<file path="config.mk">
export PLATFORM = sky130hd
export DESIGN_NAME = pwmfc_top
export DESIGN_NICKNAME = d
export VERILOG_FILES = /design/src/shared/pwmfc_pkg.sv /design/src/core/pwmfc_top.sv
export SDC_FILE = /design/constraint.sdc
export NUM_CORES = 1
export LEC_CHECK = 0
export ABC_AREA = 0
export BUFFER_PORTS_ARGS = -buffer_cell sky130_fd_sc_hd__clkbuf_2
export CAP_MARGIN = 5
export CORE_MARGIN = 5
export CORE_UTILIZATION = 45
export CTS_CLUSTER_DIAMETER = 50
export DETAILED_ROUTE_END_ITERATION = 10
export PLACE_DENSITY = 0.65
export SLEW_MARGIN = 20
export SYNTH_ARGS = -nofsm -noshare
export SYNTH_HDL_FRONTEND = slang
export SYNTH_SLANG_ARGS = --single-unit
</file>
<file path="constraint.sdc">
create_clock -name pclk -period 4.9 [get_ports pclk]
set_clock_uncertainty 0.05 [all_clocks]
set_input_delay 0.245 -clock pclk [delete_from_list [all_inputs] [get_ports pclk]]
set_output_delay 0.245 -clock pclk [all_outputs]
set_load 0.01 [all_outputs]
</file>
<file path="src/shared/pwmfc_pkg.sv">
// Package for the fault handler and capture block of the PWM unit
package pwmfc_pkg;
   // ----------------------------------------------------------------------
   // Register map (byte addresses)
   // ----------------------------------------------------------------------
   localparam logic [11:0] ADDR_FAULT_ACTION_CONFIG   = 12'h0D8;
   localparam logic [11:0] ADDR_FAULT_FORCE_REFRESH   = 12'h0DC;
   localparam logic [11:0] ADDR_FAULT_ACTION_STATE    = 12'h0E0;
   localparam logic [11:0] ADDR_FAULT_INPUT_DETECT    = 12'h0E4;
   localparam logic [11:0] ADDR_CAPTURE_TIMER_CONFIG  = 12'h0E8;
   localparam logic [11:0] ADDR_CAPTURE_TIMER_PHASE   = 12'h0EC;
   localparam logic [11:0] ADDR_CAPTURE_CH0_CONFIG    = 12'h0F0;
   localparam logic [11:0] ADDR_CAPTURE_CH1_CONFIG    = 12'h0F4;
   localparam logic [11:0] ADDR_CAPTURE_CH0_VALUE     = 12'h0FC;
   localparam logic [11:0] ADDR_CAPTURE_CH1_VALUE     = 12'h100;
   localparam logic [11:0] ADDR_CAPTURE_STATUS        = 12'h108;

   // ----------------------------------------------------------------------
   // Field layouts and reset values
   // ----------------------------------------------------------------------
   localparam logic [31:0] RST_ZERO        = 32'h0000_0000;
   // Action config: B ost_u[1:0] ost_d[3:2] cbc_u[5:4] cbc_d[7:6], A same at 8..15
   localparam int          ACT_B_LSB       = 0;
   localparam int          ACT_A_LSB       = 8;
   localparam int          SRC_OST_LSB     = 16;  // f0,f1,f2,sw
   localparam int          SRC_CBC_LSB     = 20;  // f0,f1,f2,sw
   localparam int          SRC_W           = 4;
   localparam int          SRC_SW          = 3;
   // Force and refresh
   localparam int          FRC_OST_BIT     = 0;
   localparam int          FRC_CBC_BIT     = 1;
   localparam int          REFRESH_LSB     = 2;
   localparam int          CLR_OST_BIT     = 4;
   localparam int          FRC_W           = 5;
   // Detect: en[2:0], pol[5:3], event flags[8:6]
   localparam int          DET_EN_LSB      = 0;
   localparam int          DET_POL_LSB     = 3;
   localparam int          DET_EVT_LSB     = 6;
   localparam int          NUM_FAULT       = 3;
   // Capture timer config
   localparam int          CT_EN_BIT       = 0;
   localparam int          CT_SYNC_EN_BIT  = 1;
   localparam int          CT_SEL_LSB      = 2;
   localparam int          CT_SOFT_BIT     = 5;
   // Channel config
   localparam int          CH_EN_BIT       = 0;
   localparam int          CH_MODE_LSB     = 1;
   localparam int          CH_PRE_LSB      = 3;
   localparam int          CH_INV_BIT      = 11;
   localparam int          CH_SOFT_BIT     = 12;
   localparam int          NUM_CHAN        = 2;

   // ----------------------------------------------------------------------
   // Encodings and carriers
   // ----------------------------------------------------------------------
   localparam logic [1:0] ACT_NONE   = 2'h0;
   localparam logic [1:0] ACT_LOW    = 2'h1;
   localparam logic [1:0] ACT_HIGH   = 2'h2;
   localparam logic [1:0] ACT_TOGGLE = 2'h3;
   localparam logic [2:0] SEL_NONE   = 3'h0;
   localparam logic [2:0] SEL_TIMER0 = 3'h1;
   localparam logic [2:0] SEL_EXT0   = 3'h4;
   localparam logic [2:0] SEL_EXT2   = 3'h6;

   typedef enum logic [1:0] {
      PWMFC_IDLE,
      PWMFC_SETUP,
      PWMFC_ACCESS
   } pwmfc_apb_st_t;

   // Highest field first, so that a cast of bits [7:0] puts ost_up at [1:0]
   typedef struct packed {
      logic [1:0] cbc_down;
      logic [1:0] cbc_up;
      logic [1:0] ost_down;
      logic [1:0] ost_up;
   } pwmfc_action_t;

   typedef struct packed {
      logic        psel;
      logic        penable;
      logic        pwrite;
      logic [11:0] paddr;
      logic [31:0] pwdata;
   } pwmfc_apb_req_t;

   typedef struct packed {
      logic       zero;     // timer_equals_zero pulse
      logic       period;   // timer_equals_period pulse
      logic       count_up; // operator timer direction
   } pwmfc_timer_evt_t;
endpackage : pwmfc_pkg

</file>
<file path="src/core/pwmfc_top.sv">
// Fault handler, fault detection and capture unit for PWM operator two
// Function
// - one-shot applies direction-chosen two-bit actions
// - cycle-by-cycle uses separate up/down actions
// - per-fault one-shot source enables
// - per-fault cycle-by-cycle source enables
// - software one-shot needs its enable
// - software cycle-by-cycle needs its enable
// - any change of force bit fires one-shot
// - any change of force bit fires cycle-by-cycle
// - cycle-by-cycle refresh at zero and/or period
// - clear toggle ends one-shot action
// - one-shot active flag tracks action
// - cycle-by-cycle active flag tracks action
// - per-fault event flags follow events
// - fault event when enabled and polarity matches
// - soft sync loads capture timer from phase
// - sync source code selects sync input
// - capture timer counts each clock when enabled
// - 32-bit phase register reset to zero
// - write one forces a capture
// - invert bit inverts capture input
// - prescale rising edges by field plus one
// - mode bits pick falling/rising capture edges
// - capture stores timer value per channel
// - edge status: zero rising, one falling
//
// Implementation choice: the APB slave port.
`timescale 1ns/100ps
module pwmfc_top
   import pwmfc_pkg::*;
#(
   parameter int PRE_W = 8
)
(
   input  wire logic                        pclk,
   input  wire logic                        presetn,
   input  wire pwmfc_pkg::pwmfc_apb_req_t   apb_req,
   output logic [31:0]                      prdata,
   output logic                             pready,
   output logic                             pslverr,
   input  wire logic [2:0]                  fault_input_pin,
   input  wire pwmfc_pkg::pwmfc_timer_evt_t timer_evt,
   input  wire logic                        operator_in_a,
   input  wire logic                        operator_in_b,
   input  wire logic [2:0]                  timer_sync_out,
   input  wire logic [2:0]                  external_sync_input,
   input  wire logic [1:0]                  capture_input,
   output logic                             operator_out_a,
   output logic                             operator_out_b
);
   import pwmfc_pkg::*;

   // ----------------------------------------------------------------------
   // Register storage
   // ----------------------------------------------------------------------
   logic [31:0]           action_cfg_ff;
   logic [FRC_W-1:0]      force_cfg_ff;
   logic [5:0]            detect_cfg_ff;
   logic [4:0]            timer_cfg_ff;
   logic [31:0]           phase_ff;
   logic [11:0]           chan_cfg_ff [NUM_CHAN];
   logic [31:0]           cap_value_ff [NUM_CHAN];
   logic [NUM_CHAN-1:0]   cap_edge_ff;
   logic [NUM_FAULT-1:0]  fault_event_ff;
   logic                  ost_active_ff;
   logic                  cbc_active_ff;
   logic [31:0]           cap_timer_ff;
   logic                  soft_sync_ff;
   logic [NUM_CHAN-1:0]   soft_cap_ff;
   pwmfc_apb_st_t         apb_st_ff;

   logic        wr_en;
   logic        rd_en;
   logic [31:0] nxt_prdata;
   logic        addr_hit;

   // ----------------------------------------------------------------------
   // APB slave: one wait state, reads answer from a flop
   // ----------------------------------------------------------------------
   always_ff @(posedge pclk or negedge presetn)
   begin
      if (!presetn)
         apb_st_ff <= PWMFC_IDLE;
      else if (apb_req.psel && !apb_req.penable)
         apb_st_ff <= PWMFC_SETUP;
      else if (apb_st_ff == PWMFC_SETUP)
         apb_st_ff <= PWMFC_ACCESS;
      else
         apb_st_ff <= PWMFC_IDLE;
   end

   // Writes take effect at the edge where pready is seen high; reads load prdata one edge earlier
   assign wr_en = pready && apb_req.psel && apb_req.penable && apb_req.pwrite;
   assign rd_en = (apb_st_ff == PWMFC_SETUP) && !apb_req.pwrite;

   always_comb
   begin
      nxt_prdata = RST_ZERO;
      addr_hit   = 1'b1;
      unique case (apb_req.paddr)
         ADDR_FAULT_ACTION_CONFIG:  nxt_prdata = action_cfg_ff;
         ADDR_FAULT_FORCE_REFRESH:  nxt_prdata[FRC_W-1:0] = force_cfg_ff;
         ADDR_FAULT_ACTION_STATE:   nxt_prdata[1:0] = {cbc_active_ff, ost_active_ff};
         ADDR_FAULT_INPUT_DETECT:   nxt_prdata[8:0] = {fault_event_ff, detect_cfg_ff};
         // Soft sync bit is write-only and reads as zero
         ADDR_CAPTURE_TIMER_CONFIG: nxt_prdata[4:0] = timer_cfg_ff;
         ADDR_CAPTURE_TIMER_PHASE:  nxt_prdata = phase_ff;
         ADDR_CAPTURE_CH0_CONFIG:   nxt_prdata[11:0] = chan_cfg_ff[0];
         ADDR_CAPTURE_CH1_CONFIG:   nxt_prdata[11:0] = chan_cfg_ff[1];
         ADDR_CAPTURE_CH0_VALUE:    nxt_prdata = cap_value_ff[0];
         ADDR_CAPTURE_CH1_VALUE:    nxt_prdata = cap_value_ff[1];
         ADDR_CAPTURE_STATUS:       nxt_prdata[NUM_CHAN-1:0] = cap_edge_ff;
         default:                   addr_hit = 1'b0;
      endcase
   end

   always_ff @(posedge pclk or negedge presetn)
   begin
      if (!presetn)
      begin
         prdata  <= RST_ZERO;
         pready  <= 1'b0;
         pslverr <= 1'b0;
      end
      else
      begin
         pready  <= (apb_st_ff == PWMFC_SETUP);
         pslverr <= (apb_st_ff == PWMFC_SETUP) && !addr_hit;
         if (rd_en)
            prdata <= nxt_prdata;
      end
   end

   // ----------------------------------------------------------------------
   // Writable configuration
   // ----------------------------------------------------------------------
   // action, force, detect, timer config and phase register writes
   always_ff @(posedge pclk or negedge presetn)
   begin
      if (!presetn)
      begin
         action_cfg_ff <= RST_ZERO;
         force_cfg_ff  <= '0;
         detect_cfg_ff <= '0;
         timer_cfg_ff  <= '0;
         phase_ff      <= RST_ZERO;
      end
      else if (wr_en)
      begin
         unique case (apb_req.paddr)
            ADDR_FAULT_ACTION_CONFIG:  action_cfg_ff <=
                                          32'(apb_req.pwdata[SRC_CBC_LSB+SRC_W-1:0]);
            ADDR_FAULT_FORCE_REFRESH:  force_cfg_ff  <= apb_req.pwdata[FRC_W-1:0];
            ADDR_FAULT_INPUT_DETECT:   detect_cfg_ff <= apb_req.pwdata[5:0];
            ADDR_CAPTURE_TIMER_CONFIG: timer_cfg_ff  <= apb_req.pwdata[4:0];
            ADDR_CAPTURE_TIMER_PHASE:  phase_ff      <= apb_req.pwdata;
            default:                   ;
         endcase
      end
   end

   // Write-only strobes live one cycle
   // soft sync strobe
   always_ff @(posedge pclk or negedge presetn)
   begin
      if (!presetn)
         soft_sync_ff <= 1'b0;
      else
         soft_sync_ff <= wr_en && (apb_req.paddr == ADDR_CAPTURE_TIMER_CONFIG)
                         && apb_req.pwdata[CT_SOFT_BIT];
   end

   // ----------------------------------------------------------------------
   // Fault detection
   // ----------------------------------------------------------------------
   // enable and polarity
   always_ff @(posedge pclk or negedge presetn)
   begin
      if (!presetn)
         fault_event_ff <= '0;
      else
         fault_event_ff <= detect_cfg_ff[DET_EN_LSB +: NUM_FAULT]
                           & ~(fault_input_pin ^ detect_cfg_ff[DET_POL_LSB +: NUM_FAULT]);
   end

   // ----------------------------------------------------------------------
   // Fault handler
   // ----------------------------------------------------------------------
   logic [FRC_W-1:0] force_prev_ff;
   logic             frc_ost_tgl;
   logic             frc_cbc_tgl;
   logic             clr_ost_tgl;
   logic             ost_trig;
   logic             cbc_trig;
   logic             cbc_fault_now;
   logic             refresh_hit;
   pwmfc_action_t    act_a;
   pwmfc_action_t    act_b;

   always_ff @(posedge pclk or negedge presetn)
   begin
      if (!presetn)
         force_prev_ff <= '0;
      else
         force_prev_ff <= force_cfg_ff;
   end

   assign frc_ost_tgl = force_cfg_ff[FRC_OST_BIT] ^ force_prev_ff[FRC_OST_BIT];
   assign frc_cbc_tgl = force_cfg_ff[FRC_CBC_BIT] ^ force_prev_ff[FRC_CBC_BIT];
   assign clr_ost_tgl = force_cfg_ff[CLR_OST_BIT] ^ force_prev_ff[CLR_OST_BIT];

   assign ost_trig = |(fault_event_ff & action_cfg_ff[SRC_OST_LSB +: NUM_FAULT])
                     || (frc_ost_tgl && action_cfg_ff[SRC_OST_LSB + SRC_SW]);
   assign cbc_fault_now = |(fault_event_ff & action_cfg_ff[SRC_CBC_LSB +: NUM_FAULT]);
   assign cbc_trig = cbc_fault_now
                     || (frc_cbc_tgl && action_cfg_ff[SRC_CBC_LSB + SRC_SW]);
   assign refresh_hit = (force_cfg_ff[REFRESH_LSB] && timer_evt.zero)
                        || (force_cfg_ff[REFRESH_LSB+1] && timer_evt.period);

   always_ff @(posedge pclk or negedge presetn)
   begin
      if (!presetn)
         ost_active_ff <= 1'b0;
      else if (ost_trig)
         ost_active_ff <= 1'b1;
      else if (clr_ost_tgl)
         ost_active_ff <= 1'b0;
   end

   // holds until refresh with no fault
   always_ff @(posedge pclk or negedge presetn)
   begin
      if (!presetn)
         cbc_active_ff <= 1'b0;
      else if (cbc_trig)
         cbc_active_ff <= 1'b1;
      else if (refresh_hit && !cbc_fault_now)
         cbc_active_ff <= 1'b0;
   end

   assign act_a = pwmfc_action_t'(action_cfg_ff[ACT_A_LSB +: 8]);
   assign act_b = pwmfc_action_t'(action_cfg_ff[ACT_B_LSB +: 8]);

   function automatic logic apply_act(input logic [1:0] act,
                                      input logic       lvl);
      logic res;
      res = lvl;
      unique case (act)
         ACT_NONE:   res = lvl;
         ACT_LOW:    res = 1'b0;
         ACT_HIGH:   res = 1'b1;
         ACT_TOGGLE: res = ~lvl;
      endcase
      return res;
   endfunction : apply_act

   logic [1:0] sel_a;
   logic [1:0] sel_b;

   // per-cycle by direction
   // One-shot takes priority because it is the harder trip
   always_comb
   begin
      sel_a = ACT_NONE;
      sel_b = ACT_NONE;
      if (ost_active_ff)
      begin
         sel_a = timer_evt.count_up ? act_a.ost_up : act_a.ost_down;
         sel_b = timer_evt.count_up ? act_b.ost_up : act_b.ost_down;
      end
      else if (cbc_active_ff)
      begin
         sel_a = timer_evt.count_up ? act_a.cbc_up : act_a.cbc_down;
         sel_b = timer_evt.count_up ? act_b.cbc_up : act_b.cbc_down;
      end
   end

   always_ff @(posedge pclk or negedge presetn)
   begin
      if (!presetn)
      begin
         operator_out_a <= 1'b0;
         operator_out_b <= 1'b0;
      end
      else
      begin
         operator_out_a <= apply_act(sel_a, operator_in_a);
         operator_out_b <= apply_act(sel_b, operator_in_b);
      end
   end

   // ----------------------------------------------------------------------
   // Capture timer
   // ----------------------------------------------------------------------
   logic [2:0] sync_sel;
   logic       sync_in;

   assign sync_sel = timer_cfg_ff[CT_SEL_LSB +: 3];

   always_comb
   begin
      sync_in = 1'b0;
      if (sync_sel >= SEL_EXT0 && sync_sel <= SEL_EXT2)
         sync_in = external_sync_input[2'(sync_sel - SEL_EXT0)];
      else if (sync_sel != SEL_NONE)
         sync_in = timer_sync_out[2'(sync_sel - SEL_TIMER0)];
   end

   always_ff @(posedge pclk or negedge presetn)
   begin
      if (!presetn)
         cap_timer_ff <= RST_ZERO;
      else if (soft_sync_ff || (timer_cfg_ff[CT_SYNC_EN_BIT] && sync_in))
         cap_timer_ff <= phase_ff;
      else if (timer_cfg_ff[CT_EN_BIT])
         cap_timer_ff <= cap_timer_ff + 32'h0000_0001;
   end

   // ----------------------------------------------------------------------
   // Capture channels
   // ----------------------------------------------------------------------
   for (genvar ch = 0; ch < NUM_CHAN; ch++)
   begin : g_chan
      logic             in_ff;
      logic             presc_ff;
      logic [PRE_W-1:0] cnt_ff;
      logic             inv_in;
      logic             rise_in;
      logic             nxt_presc;
      logic             cap_rise;
      logic             cap_fall;
      logic [1:0]       mode;

      always_ff @(posedge pclk or negedge presetn)
      begin
         if (!presetn)
         begin
            chan_cfg_ff[ch] <= '0;
            soft_cap_ff[ch] <= 1'b0;
         end
         else
         begin
            soft_cap_ff[ch] <= 1'b0;
            if (wr_en && apb_req.paddr == (ch == 0 ? ADDR_CAPTURE_CH0_CONFIG
                                                   : ADDR_CAPTURE_CH1_CONFIG))
            begin
               chan_cfg_ff[ch] <= apb_req.pwdata[CH_INV_BIT:0];
               soft_cap_ff[ch] <= apb_req.pwdata[CH_SOFT_BIT];
            end
         end
      end

      assign inv_in  = capture_input[ch] ^ chan_cfg_ff[ch][CH_INV_BIT];
      assign rise_in = inv_in && !in_ff;
      assign mode    = chan_cfg_ff[ch][CH_MODE_LSB +: 2];

      always_comb
      begin
         nxt_presc = presc_ff;
         if (rise_in && cnt_ff == chan_cfg_ff[ch][CH_PRE_LSB +: PRE_W])
            nxt_presc = 1'b1;
         else if (!inv_in)
            nxt_presc = 1'b0;
      end

      always_ff @(posedge pclk or negedge presetn)
      begin
         if (!presetn)
         begin
            in_ff    <= 1'b0;
            presc_ff <= 1'b0;
            cnt_ff   <= '0;
         end
         else
         begin
            in_ff    <= inv_in;
            presc_ff <= nxt_presc;
            if (rise_in)
               cnt_ff <= (cnt_ff == chan_cfg_ff[ch][CH_PRE_LSB +: PRE_W]) ? '0
                         : cnt_ff + 1'b1;
         end
      end

      assign cap_rise = chan_cfg_ff[ch][CH_EN_BIT] && mode[1] && nxt_presc && !presc_ff;
      assign cap_fall = chan_cfg_ff[ch][CH_EN_BIT] && mode[0] && !nxt_presc && presc_ff;

      always_ff @(posedge pclk or negedge presetn)
      begin
         if (!presetn)
         begin
            cap_value_ff[ch] <= RST_ZERO;
            cap_edge_ff[ch]  <= 1'b0;
         end
         else if (cap_rise || cap_fall || soft_cap_ff[ch])
         begin
            cap_value_ff[ch] <= cap_timer_ff;
            cap_edge_ff[ch]  <= cap_fall;
         end
      end
   end

endmodule : pwmfc_top

</file>
# == Word-level counts from Yosys, hierarchy flattened ==
# Cells that the tools add are included.
# totals
mem_count,0
latchBits,0
in_bits,65
ram_bits,0
romBits,0
out_inout_bits,36
register_bits,265
word_cells,175
# classes
add_sub_neg,5
mul,0
muxes,38
n_reduce_logical,65
n_div,0
n_shift,0
bitwise,12
order_cmp,4
n_eq_ne,20
# op_table
op,count
12-bit by 8-bit equality test with 1-bit output (second input constant),9
20-bit case mux with 4 select lines,1
32-bit 2-to-1 mux,2
1-bit logical AND,33
32-bit by 1-bit adder with 32-bit output (second input constant),1
4-bit case mux with 7 select lines,1
3-bit case mux with 9 select lines,1
12-bit by 9-bit equality test with 1-bit output (second input constant),2
2-bit case mux with 11 select lines,1
2-bit 2-to-1 mux,10
3-bit case mux with 6 select lines,1
8-bit by 1-bit adder with 8-bit output (second input constant),2
8-bit equality test,2
8-bit 2-to-1 mux,2
1-bit 2-to-1 mux,15
11-bit OR reduction,1
1-bit zero test,10
2-bit AND reduction,5
3-bit AND,3
2-bit equality test (second input constant),4
1-bit logical OR,8
1-bit case mux with 4 select lines,2
2-bit by 1-bit equality test with 1-bit output (second input constant),3
2-bit by 3-bit less-than comparator with 1-bit output (second input constant),2
other kinds (12),23

# == Longest topological paths before layout ==
# Gate-level depths: netlist of the first run.
# logic_depth
ltp_word,9
depth_mapped,8
ltp_nobuf,7

# == Worst setup path before layout of the first run ==
# OpenSTA, ideal clock, no wires.
# synth_timing
path_type,register to register
startpoint,register timer_cfg_ff[2]
endpoint,register cap_timer_ff[21]
setup_slack_ns,2.640
arrival_time_ns,2.070
path_stages_with_launch,8
synth_period_minus_slack_ns,2.260
n_path_buf,1
setup_time_ns,0.140
required_ns,4.710
cell_sequence,dfrtp_1 > inv_1 > ha_1 > mux2i_1 > a2111oi_0 > a221oi_2 > clkbuf_1 > a21oi_1
# synth_between
elab_chain_cells,8
elab_cells_between_ends,16
classes_between,2 x add/sub; 2 x order compare; 7 x mux; 5 x reduce/logical
# synth_rtl
item,line,source
start: declaration,pwmfc_top.sv:60,logic [4:0] timer_cfg_ff;
start signal: assignment,pwmfc_top.sv:156,ADDR_CAPTURE_TIMER_CONFIG: timer_cfg_ff <= apb_req.pwdata[4:0];
2-bit by 1-bit subtractor with 2-bit output,pwmfc_top.sv:307,sync_in = timer_sync_out[2'(sync_sel - SEL_TIMER0)];
1-bit binary-select mux with 2-bit select,pwmfc_top.sv:307,
1-bit 2-to-1 mux (not written as such),pwmfc_top.sv:307,
1-bit 2-to-1 mux,pwmfc_top.sv:306,else if (sync_sel != SEL_NONE)
1-bit 2-to-1 mux *,pwmfc_top.sv:304,if (sync_sel >= SEL_EXT0 && sync_sel <= SEL_EXT2)
1-bit logical AND *,pwmfc_top.sv:314,else if (soft_sync_ff || (timer_cfg_ff[CT_SYNC_EN_BIT] && sync_in))
1-bit logical OR *,pwmfc_top.sv:314,
32-bit 2-to-1 mux / 2-bit nonzero test (equally long branches),--,
end signal: assignment,pwmfc_top.sv:315,cap_timer_ff <= phase_ff;
end signal: assignment,pwmfc_top.sv:317,cap_timer_ff <= cap_timer_ff + 32'h0000_0001;
end: declaration,pwmfc_top.sv:68,logic [31:0] cap_timer_ff;
# Mark *: on every way between the ends. The rest lies on a longest branch, timed or not. The select of a mux whose other input is x is not followed.
# A chain may end at the register's enable or synchronous reset.

# == Worst setup path after layout of the first run ==
# layout_timing
startpoint,register g_chan[1].cnt_ff[0]
endpoint,register cap_value_ff[31] (netlist name)
# layout_between
elab_chain_cells,8
elab_cells_between_ends,10
classes_between,1 x eq/ne; 1 x mux; 8 x reduce/logical
# layout_rtl
item,line,source
start: declaration,pwmfc_top.sv:327,logic [PRE_W-1:0] cnt_ff;
start signal: assignment,pwmfc_top.sv:380,cnt_ff <= (cnt_ff == chan_cfg_ff[ch][CH_PRE_LSB +: PRE_W]) ? '0
8-bit equality test *,pwmfc_top.sv:361,if (rise_in && cnt_ff == chan_cfg_ff[ch][CH_PRE_LSB +: PRE_W])
1-bit logical AND *,pwmfc_top.sv:361,
1-bit 2-to-1 mux *,pwmfc_top.sv:361,
1-bit zero test,pwmfc_top.sv:386,assign cap_fall = chan_cfg_ff[ch][CH_EN_BIT] && mode[0] && !nxt_presc && presc_ff;
1-bit logical AND (2 in a row),pwmfc_top.sv:386,
1-bit logical OR * (2 in a row),pwmfc_top.sv:395,else if (cap_rise || cap_fall || soft_cap_ff[ch])
end signal: indexed assignment,pwmfc_top.sv:397,cap_value_ff[ch] <= cap_timer_ff;
end: declaration,pwmfc_top.sv:63,logic [31:0] cap_value_ff [NUM_CHAN];
# Mark *: on every way between the ends. The rest lies on a longest branch, timed or not.

==> results of run 1 <==
==> registers in the layout, indices dropped and copies added, names as in the netlist, 6 cells and up <==
| signal | flops |
|---|---|
| action_cfg_ff | 24 |
| cap_timer_ff | 32 |
| cap_value_ff | 64 |
| chan_cfg_ff | 24 |
| detect_cfg_ff | 6 |
| g_chan.cnt_ff | 16 |
| phase_ff | 32 |
| prdata | 32 |
==> cell families after synthesis <==
logic type / after synthesis / share of synthesized area (%)
mux: 186 / 16.9
simple gates: 289 / 12.2
compound gates: 201 / 11.0
xor+xnor: 55 / 3.86
buf+inv: 75 / 2.82
fa+ha+maj: 4 / 0.401
flops: 263 / 52.8
==> where the power goes <==
| part | switching, W | leakage [nW] | internal [W] |
|---|---|---|---|
| Combinational | 0.000200 | 2.84 | 0.000127 |
| Sequential | 0.0000560 | 3.59 | 0.00222 |
| Clock | 0.000918 | 0.541 | 0.00153 |
==> synthesized netlist by cell type, drive strengths merged (8+ instances only) <==
| master | count | area share, % |
|---|---|---|
| a211oi | 18 | 1.1 |
| a21oi | 67 | 2.7 |
| a222oi | 22 | 1.8 |
| a22oi | 18 | 1.1 |
| a31oi | 8 | 0.40 |
| and2 | 13 | 0.65 |
| and3 | 12 | 0.60 |
| buf | 26 | 1.3 |
| clkbuf | 27 | 0.83 |
| dfrtp | 263 | 53 |
| inv | 22 | 0.66 |
| mux2 | 171 | 15 |
| mux2i | 12 | 0.96 |
| nand2 | 57 | 1.7 |
| nand3 | 34 | 1.4 |
| nand4 | 18 | 0.90 |
| nor2 | 85 | 2.6 |
| nor2b | 8 | 0.40 |
| nor3 | 15 | 0.86 |
| nor4 | 14 | 0.92 |
| o21ai | 30 | 1.2 |
| xnor2 | 23 | 1.6 |
| xor2 | 32 | 2.2 |
==> tightest hold or removal path: cells and delay by family <==
family / cells / cell delay (ns)
buffers and inverters: 2 / 0.27
and+or+nand+nor: 1 / 0.05
==> area by class of cell <==
class | instances | area [µm²]
clock buffers | 45 | 898
clock inverters | 13 | 204
fillers | 2374 | 12800
inverters | 22 | 82.6
multi-input cells | 735 | 5570
flip-flops and latches | 263 | 6580
well taps | 378 | 473
repair buffers | 148 | 971
==> layer usage <==
layer / global-route usage [%] / up-vias / wire [µm]
met2: 35.7 / 294 / 16300
li1: - / 4212 / -
met3: 4.13 / 58 / 2120
met5: 0 / - / 0
met1: 31.0 / 4677 / 15200
met4: 5.54 / 0 / 901
==> metrics by stage <==
| step | hold WS (ns) | total power [W] | cell area, µm² | setup WS [ns] |
|---|---|---|---|---|
| 5_1_grt | 0.00703 | 0.00523 | 14800 | 1.65 |
| 4_1_cts | 0.000838 | 0.00510 | 14800 | 1.83 |
| 3_3_place_gp | 0.345 | 0.00262 | 13300 | 1.41 |
| 2_1_floorplan | -0.101 | 0.00246 | 12500 | 2.64 |
| 6_report | 0.0178 | 0.00506 | 14800 | 1.83 |
| 3_5_place_dp | 0.346 | 0.00263 | 13300 | 1.36 |
==> worst paths after layout <==
path / from / end / slack [ns] / cells past startpoint
min reg2reg: force_cfg_ff[1]$_DFFE_PN0P_ / force_prev_ff[1]$_DFF_PN0_ / 0.39 / 0
max reg2reg: g_chan[1].cnt_ff[0]$_DFFE_PN0P_ / cap_value_ff[31]$_DFFE_PN0P_ / 1.83 / 6
max in group asynchronous: presetn / prdata[15]$_DFFE_PN0P_ / 3.33 / 3
min in group asynchronous: presetn / prdata[30]$_DFFE_PN0P_ / 0.30 / 2
min: apb_req[5] / soft_sync_ff$_DFF_PN0_ / 0.02 / 3
max: g_chan[1].cnt_ff[0]$_DFFE_PN0P_ / cap_value_ff[31]$_DFFE_PN0P_ / 1.83 / 6
==> what timing repair did <==
action	in CTS	in global routing
hold buffers	35	0
hold endpoints to repair	179	0
gates resized for setup	0	0
==> qor.yml, run 1 <==
outcome:
  status: "finished clean"
yosys:
  ys_ff_latch: 263
  syn_nets: 1142
  avgSynthCellArea_um2: 11.6
  ys_types: 68
  ys_async_sr_fraction_pct: 100
  synth_edf_count: 0
  ys.warnings.count: 0
  synthFlopType: "dfrtp_1"
  seq_area_frac_synth_pct: 52.8
  syn_inst: 1073
  syn_area_um2: 12500
clock_tree:
  cts-htree-levels: 1
  clock_latency_ns: 0.55
  clock_sink_count: 263
  path_clk_slew_ns: 0.06
  cts_inserted_buffers: 31
  cts_setup_buffers: 0
  cts-root-buf: "clkbuf_16"
  cts_buffer_depth: 3
  cts_tree: "built"
finish:
  nets: 1270
  diodes: 0
  area_growth_pct: 18.5
  layout_commonest_cell: "dfrtp_1"
  layout.cells.non_filler: 1604
  final_cell_mix: "dfrtp_1, mux2_2, clkbuf_2"
  drive_gt1_share_pct: 29.0
  fin_util_pct: 53.7
place:
  gp_congestion: 0.904
  io_buffers: 100
  dp_cells: 1511
  post-dp-hpwl_mm: 23.5
grt:
  grt_start_max_net_pins: 119
  grt_pass1_wl_mm: 54.3
  antenna_found_initial: 0
  overflow: 0
  grt_usage_pct: 22.1
  grt_pass1_vias: 9363
worst_hold_path:
  hp-class: "primary input to register"
sta:
  worstMarginPinSlew_ns: 1.08
  post-route-min-period_ns: 3.07
  rsz0062_at_grt: "false"
  setup_viol: 0
  hold_violations: 0
  final-max-slew-violation-count: 0
  max_freq_mhz: 325
  fin_setup_tns_ns: 0
  finalCritPeriodShare_pct: 62.7
  slew_headroom_pct: 27.9
critical_path:
  crit_buf_inv: 1
  cp.arrival_ns: 3.46
  cp_top_family: "simple AND/OR/NAND/NOR gates"
  crit_type: "register to register"
  worstPathCellList: "xor2_1, nor4_1, nand2_2, o211ai_4, buf_4, mux2_2"
  critPathLaunchType: "register"
  max_stage_delay_ns: 0.68
  critical_path.max_fanout: 17
  cp-end-kind: "register"
  slowest_stage: "o211ai_4"
  cp.required_ns: 5.29
power_and_ir_drop:
  irDropWorstVdd_mv: 0.275
  p_per_area_nw_per_um2: 342
  leakagePower_nw: 6.97
routing:
  drc: 0
  drt_iter0_drc: 812
  first_pass_iters: 6
  routed_wl_mm: 34.5
  antenna_left: 0
  avgRoutedWirePerCell_um: 21.5
  vias: 9241
  via_per_inst: 5.76
die:
  coreArea_um2: 27600
  initial_core_util_pct: 45.3
  io_pins: 101
  std_cell_rows: 61
  die_area_um2: 31200
  die_x_um: 176
  die_height_um: 176
run:
  cap_violations: 0
Power figures use the tool's default switching activity.
==> run 2: changes to the inputs <==
- clock period: 4.9 -> 3 ns (I/O delays scaled with it)
==> qor.yml, run 2 (same netlist as run 1, synthesis figures left out) <==
outcome:
  status: "finished clean"
run:
  cap_violations: 0  # unchanged
routing:
  avgRoutedWirePerCell_um: 21.1  # -1.9%
  via_per_inst: 5.73  # -0.51%
  antenna_left: 0  # unchanged
  vias: 9366  # +1.4%
  drt_iter0_drc: 745  # -8.3%
  first_pass_iters: 7  # +1
  drc: 0  # unchanged
  routed_wl_mm: 34.5  # about the same
sta:
  slew_headroom_pct: 47.6  # +20 points
  hold_violations: 0  # unchanged
  rsz0062_at_grt: "false"
  holdWs_ns: 0.0686  # +0.0508 ns
  worstMarginPinSlew_ns: 0.782  # -0.294 ns
  final-max-slew-violation-count: 0  # unchanged
  fin_setup_tns_ns: 0  # unchanged
  finalCritPeriodShare_pct: 81.6  # +19 points
  post-route-min-period_ns: 2.45  # -0.626 ns
  setup_viol: 0  # unchanged
  max_freq_mhz: 408  # +26%
power_and_ir_drop:
  leakagePower_nw: 7.12  # +2.1%
  p_comb_share_pct: 6.9  # +0.4 points
  p_per_area_nw_per_um2: 545  # +59%
  clockPowerShare_pct: 47.8  # -0.7 points
  p_sw_share_pct: 23.7  # +0.53 points
  p_int_w: 0.00627  # +61%
  seqPwrFrac_pct: 45.3  # +0.2 points
  power_switching_w: 0.00195  # +66%
  irDropWorstVdd_mv: 0.383  # +40%
critical_path:
  cp.required_ns: 3.43  # -1.86 ns
  crit_type: "register to register"
  rrSetupSlack_ns: 0.55  # -1.27 ns
  critPathCapture: "cap_timer_ff[4]$_DFFE_PN0P_"
  rr_endpoint: "cap_timer_ff[4]$_DFFE_PN0P_"
  cp.arrival_ns: 2.88  # -0.58 ns
  rr_startpoint: "timer_cfg_ff[2]$_DFFE_PN0N_"
  cp-end-kind: "register"
  cp-startpoint: "timer_cfg_ff[2]$_DFFE_PN0N_"
  critPathLaunchType: "register"
  rr_worst_depth: 9  # +3
  critical_path.max_fanout: 64  # +47
die:
  die_height_um: 176  # unchanged
  die_area_um2: 31200  # unchanged
  std_cell_rows: 61  # unchanged
  die_x_um: 176  # unchanged
  io_pins: 101  # unchanged
  initial_core_util_pct: 45.3  # unchanged
  coreArea_um2: 27600  # unchanged
finish:
  largest_reg_flops: 64  # unchanged
  drive_gt1_share_pct: 30.0  # +1.0 points
  regMostFlops: "cap_value_ff"
  layout_commonest_cell: "dfrtp_1"
  fin_util_pct: 54.7  # +1.0 points
  final_cell_mix: "dfrtp_1, mux2_2, clkbuf_2"
  area_growth_pct: 20.8
  num-fill-cells: 2411  # +1.6%
  nets: 1299  # +2.3%
  ff_latch_area_um2: 6580  # unchanged
  multi_input_area_um2: 5560  # -0.22%
grt:
  grt_pass1_wl_mm: 54.0  # -0.61%
  antenna_found_initial: 0  # unchanged
  grt_usage_pct: 22.0  # -0.11 points
  grt_start_max_net_pins: 80  # -33%
  grt_pass1_vias: 9448  # +0.91%
  overflow: 0  # unchanged
clock_tree:
  clock_latency_ns: 0.56  # about the same
  postCtsResizedCells: 0  # unchanged
  path_clk_slew_ns: 0.06  # about the same
  cts-htree-levels: 1  # unchanged
  cts_buffer_depth: 3  # unchanged
  cts-root-buf: "clkbuf_16"
  clock_sink_count: 263  # unchanged
  cts_setup_buffers: 0  # unchanged
  cts_inserted_buffers: 31  # unchanged
  cts_tree: "built"
place:
  gp_congestion: 0.928  # +2.6%
  post-dp-hpwl_mm: 23.8  # +1.3%
  io_buffers: 100  # unchanged
worst_hold_path:
  hp-class: "primary input to register"
==> run 2: cell types whose count changed in the layout (fill, tap and decap cells not counted), moves of 2 or more <==
cell	change
buf_4	+14
dlygate4sd3_1	+9
buf_12	+6
clkbuf_1	-2
clkinv_4	+2
inv_6	+2
==> run 2: power by group through the flow <==
stage | clock, W | sequential [W] | combinational, W
2_1_floorplan | 0 | 0.00378 | 0.000235
3_3_place_gp | 0 | 0.00378 | 0.000521
3_5_place_dp | 0 | 0.00378 | 0.000533
4_1_cts | 0.00399 | 0.00372 | 0.000579
5_1_grt | 0.00414 | 0.00373 | 0.000632
6_report | 0.00392 | 0.00372 | 0.000570
==> run 2: layout make-up <==
cell class / instances / area share [%]
clock buffers: 42 / 5.82
well taps: 378 / 3.14
diodes: 1 / 0.0166
clock inverters: 16 / 1.37
multi-input cells: 735 / 36.9
repair buffers: 177 / 8.54
flip-flops and latches: 263 / 43.7
inverters: 22 / 0.548
==> run 2: repair_timing <==
item / 4_1_cts / 5_1_grt
setup endpoints to repair: 0 / 0
endpoints found under the hold margin: 166 / 0
hold buffers: 44 / 0
==> run 2: worst min path at each step <==
stage	cells past startpoint	end	start
2_1_floorplan	0	action_cfg_ff[0]$_DFFE_PN0P_	presetn
3_3_place_gp	1	cap_timer_ff[20]$_DFFE_PN0P_	presetn
3_5_place_dp	1	cap_timer_ff[20]$_DFFE_PN0P_	presetn
4_1_cts	4	prdata[1]$_DFFE_PN0P_	apb_req[36]
5_1_grt	4	prdata[1]$_DFFE_PN0P_	apb_req[36]
6_report	4	prdata[1]$_DFFE_PN0P_	apb_req[36]
==> run 2: through the flow <==
step / area (µm²) / worst slack, ns / total power, W / cells
2_1_floorplan: 12500 / 0.740 / 0.00401 / 1073
3_3_place_gp: 13500 / 0.620 / 0.00430 / 1531
3_5_place_dp: 13500 / 0.592 / 0.00432 / 1531
4_1_cts: 15100 / 0.559 / 0.00829 / 1633
5_1_grt: 15100 / 0.412 / 0.00850 / 1633
6_report: 15100 / 0.551 / 0.00822 / 1634
==> run 2: layer usage <==
layer	global-route usage, %	vias up	part of all wire, %
met3	3.49	71	5.8
met2	36.1	283	48
met4	6.64	0	2.8
met5	0	-	0
li1	-	4272	-
met1	30.3	4740	44
==> run 2: critical path: stages (launching register included) <==
cell and delay, ns:
dfrtp_1 0.48, inv_1 0.10, ha_1 0.35, mux2i_1 0.25, a2111oi_0 0.13, buf_4 0.16, a221oi_4 0.30, buf_12 0.30
nor2_1 0.09, a21oi_1 0.14
==> run 3: changes to the inputs <==
- ABC_AREA: 0 -> 1
- PLACE_DENSITY: 0.65 -> 0.67
- clock period: 3 -> 2.2 ns (I/O delays scaled with it)
==> qor.yml, run 3 <==
critical_path:
  cp_top_family: "simple AND/OR/NAND/NOR gates"
  cp.depth: 9  # unchanged
  rr_startpoint: "cap_timer_ff[0]$_DFFE_PN0P_"
  critical_path.max_fanout: 6  # -91%
  slowest_stage: "dfrtp_1"
  crit_type: "register to register"
  cpMostUsedCell: "nand2_1"
  cp-end-kind: "register"
  rrSetupSlack_ns: 0.18  # -0.37 ns
  worstPathCellList: "ha_1, nand3_2, inv_2, nand2_1, nor2_1, nand2_1, xor2_1, nand2_1, nand3_1"
  crit_buf_inv: 1  # -2
  cp.required_ns: 2.54  # -0.89 ns
  rr_endpoint: "cap_timer_ff[26]$_DFFE_PN0P_"
  cp.arrival_ns: 2.37  # -0.51 ns
  rr_worst_depth: 9  # unchanged
  critPathLaunchType: "register"
  max_stage_delay_ns: 0.48  # about the same
worst_hold_path:
  holdCritStartpoint: "apb_req[4]"
  hold_end: "phase_ff[4]$_DFFE_PN0P_"
  hp-class: "primary input to register"
  whs_path_depth: 3  # -1
sta:
  final-max-slew-violation-count: 0  # unchanged
  fin_setup_tns_ns: 0  # unchanged
  hold_violations: 0  # unchanged
  holdWs_ns: 0.0246  # -0.0440 ns
  setup_viol: 0  # unchanged
  post-route-min-period_ns: 2.02  # -0.427 ns
  worstMarginPinSlew_ns: 0.727  # -0.0555 ns
  slew_headroom_pct: 51.5  # +3.8 points
  finalCritPeriodShare_pct: 91.9  # +10 points
  rsz0062_at_grt: "false"
  max_freq_mhz: 495  # +21%
routing:
  vias: 12600  # +34%
  avgRoutedWirePerCell_um: 18.1  # -14%
  drt_iter0_drc: 1240  # +66%
  drc: 0  # unchanged
  first_pass_iters: 7  # unchanged
  via_per_inst: 5.43  # -5.2%
  routed_wl_mm: 41.9  # +21%
  antenna_left: 0  # unchanged
power_and_ir_drop:
  power_w: 0.0121  # +47%
  leakagePower_nw: 8.33  # +17%
  irDropWorstVdd_mv: 0.689  # +80%
  p_per_area_nw_per_um2: 740  # +36%
clock_tree:
  path_clk_slew_ns: 0.06  # about the same
  clock_sink_count: 263  # unchanged
  cts_buffer_depth: 3  # unchanged
  cts_tree: "built"
  cts_inserted_buffers: 35  # +13%
  clock_latency_ns: 0.52  # -0.04 ns
  cts-root-buf: "clkbuf_16"
  cts-htree-levels: 2  # +1
finish:
  largest_reg_flops: 64  # unchanged
  diodes: 0  # -1
  nets: 1966  # +51%
  fin_util_pct: 54.9  # +0.16 points
  drive_gt1_share_pct: 13.8  # -16 points
  area_growth_pct: 20.1
  design_area_um2: 16300  # +8.2%
  final_cell_mix: "nand2_1, dfrtp_1, nand3_1"
  layout_commonest_cell: "nand2_1"
  regMostFlops: "cap_value_ff"
grt:
  antenna_found_initial: 0  # unchanged
  overflow: 0  # unchanged
  grt_usage_pct: 24.7  # +2.7 points
  grt_start_max_net_pins: 84  # +5.0%
  grt_pass1_wl_mm: 67.0  # +24%
  grt_pass1_vias: 12300  # +30%
yosys:
  syn_inst: 1756  # +64%
  synthFlopType: "dfrtp_1"
  seq_area_frac_synth_pct: 48.5  # -4.3 points
  yosys-top-cells-count: "nand2_1, dfrtp_1, nand3_1"
  ys_ff_latch: 263  # unchanged
  ys_async_sr_fraction_pct: 100  # unchanged
  avgSynthCellArea_um2: 7.73  # -33%
  synth_edf_count: 0  # unchanged
  yosysTopAreaCell: "dfrtp_1"
  ys_types: 41  # -40%
  syn_area_um2: 13600  # +8.8%
  synth_most_common_cell: "nand2_1"
  syn_nets: 1825  # +60%
  ys.warnings.count: 0  # unchanged
  synth_top_cells_by_area: "dfrtp_1, nand2_1, nand3_1"
  synth_top_area_share_pct: 48.5  # -4.3 points
place:
  io_buffers: 100  # unchanged
  post-dp-hpwl_mm: 28.9  # +22%
  placed_area_um2: 14600  # +7.6%
  gp_congestion: 0.918  # -1.0%
outcome:
  status: "finished clean"
die:
  die_x_um: 184  # +4.1%
  std_cell_rows: 63  # +3.3%
  die_height_um: 184  # +4.1%
  initial_core_util_pct: 45.7  # +0.42 points
  die_area_um2: 33700  # +8.3%
  io_pins: 101  # unchanged
  coreArea_um2: 29700  # +7.9%
run:
  cap_violations: 0  # unchanged
==> run 3: cell types whose count changed in the layout (fill, tap and decap cells not counted), sizes merged, moves of 76 or more <==
cell   change
nand2    +635
mux2     -163
nand4     +76
nand3    +129
inv       +88
o21ai     +90
==> run 3: how the worst max path moves through the flow <==
stage / from / to
finish: cap_timer_ff[0]$_DFFE_PN0P_ / cap_timer_ff[26]$_DFFE_PN0P_
detailed placement: timer_cfg_ff[2]$_DFFE_PN0N_ / cap_timer_ff[5]$_DFFE_PN0P_
floorplan: timer_cfg_ff[2]$_DFFE_PN0N_ / cap_timer_ff[23]$_DFFE_PN0P_
CTS: timer_cfg_ff[2]$_DFFE_PN0N_ / cap_timer_ff[5]$_DFFE_PN0P_
global route: timer_cfg_ff[2]$_DFFE_PN0N_ / cap_timer_ff[0]$_DFFE_PN0P_
global placement: timer_cfg_ff[2]$_DFFE_PN0N_ / cap_timer_ff[18]$_DFFE_PN0P_
==> run 3: cells by family (layout without fill, tap and decap cells) <==
kind of cell	after synthesis	count (layout)	share of synthesized area (%)
xor+xnor	36	36	2.32
compound gates	141	141	5.45
simple gates	1107	1109	36.2
flops	263	263	48.5
fa+ha+maj	4	4	0.369
mux	8	8	0.663
buf+inv	197	361	6.52
==> run 3: where the power goes <==
group / switching [W] / leakage, nW / internal [W]
Combinational: 0.000577 / 4.11 / 0.000334
Sequential: 0.000133 / 3.62 / 0.00497
Clock: 0.00223 / 0.606 / 0.00382
==> run 3: routing by layer <==
metal,global-route usage (%),share of wire [%],vias to the layer above,wire (µm)
met2,37.5,45,538,18700
li1,-,-,5980,-
met3,4.85,8.4,100,3530
met1,35.0,43,5944,18100
met4,9.49,3.7,0,1560
met5,0,0,-,0
==> run 3: layout make-up <==
type | instances | area (µm²)
fill | 2777 | 13400
sequential | 263 | 6580
multi-input combinational | 1298 | 6150
timing repair buffer | 187 | 1410
clock buffer | 45 | 995
tap | 390 | 488
inverter | 112 | 423
clock inverter | 17 | 253
==> run 3: through the flow <==
stage,setup slack [ns],std cells
2_1_floorplan,0.490,1756
3_3_place_gp,-0.118,2205
3_5_place_dp,0.0623,2205
4_1_cts,0.0415,2310
5_1_grt,0.00383,2312
6_report,0.178,2312
==> run 3: worst reg2reg max path: cells and delay by family (launching register included) <==
family,cells,cell delay [ns]
adders and majority gates,1,0.26
DFF,1,0.48
and+or+nand+nor,6,0.86
xor gates and xnor gates,1,0.15
buffers and inverters,1,0.11
==> run 3: what timing repair did <==
item / in CTS / in global routing
hold buffers: 43 / 0
setup buffers: 0 / 0
resized for setup: 0 / 10
endpoints found under the hold margin: 148 / 0
endpoints found under the setup margin: 0 / 44
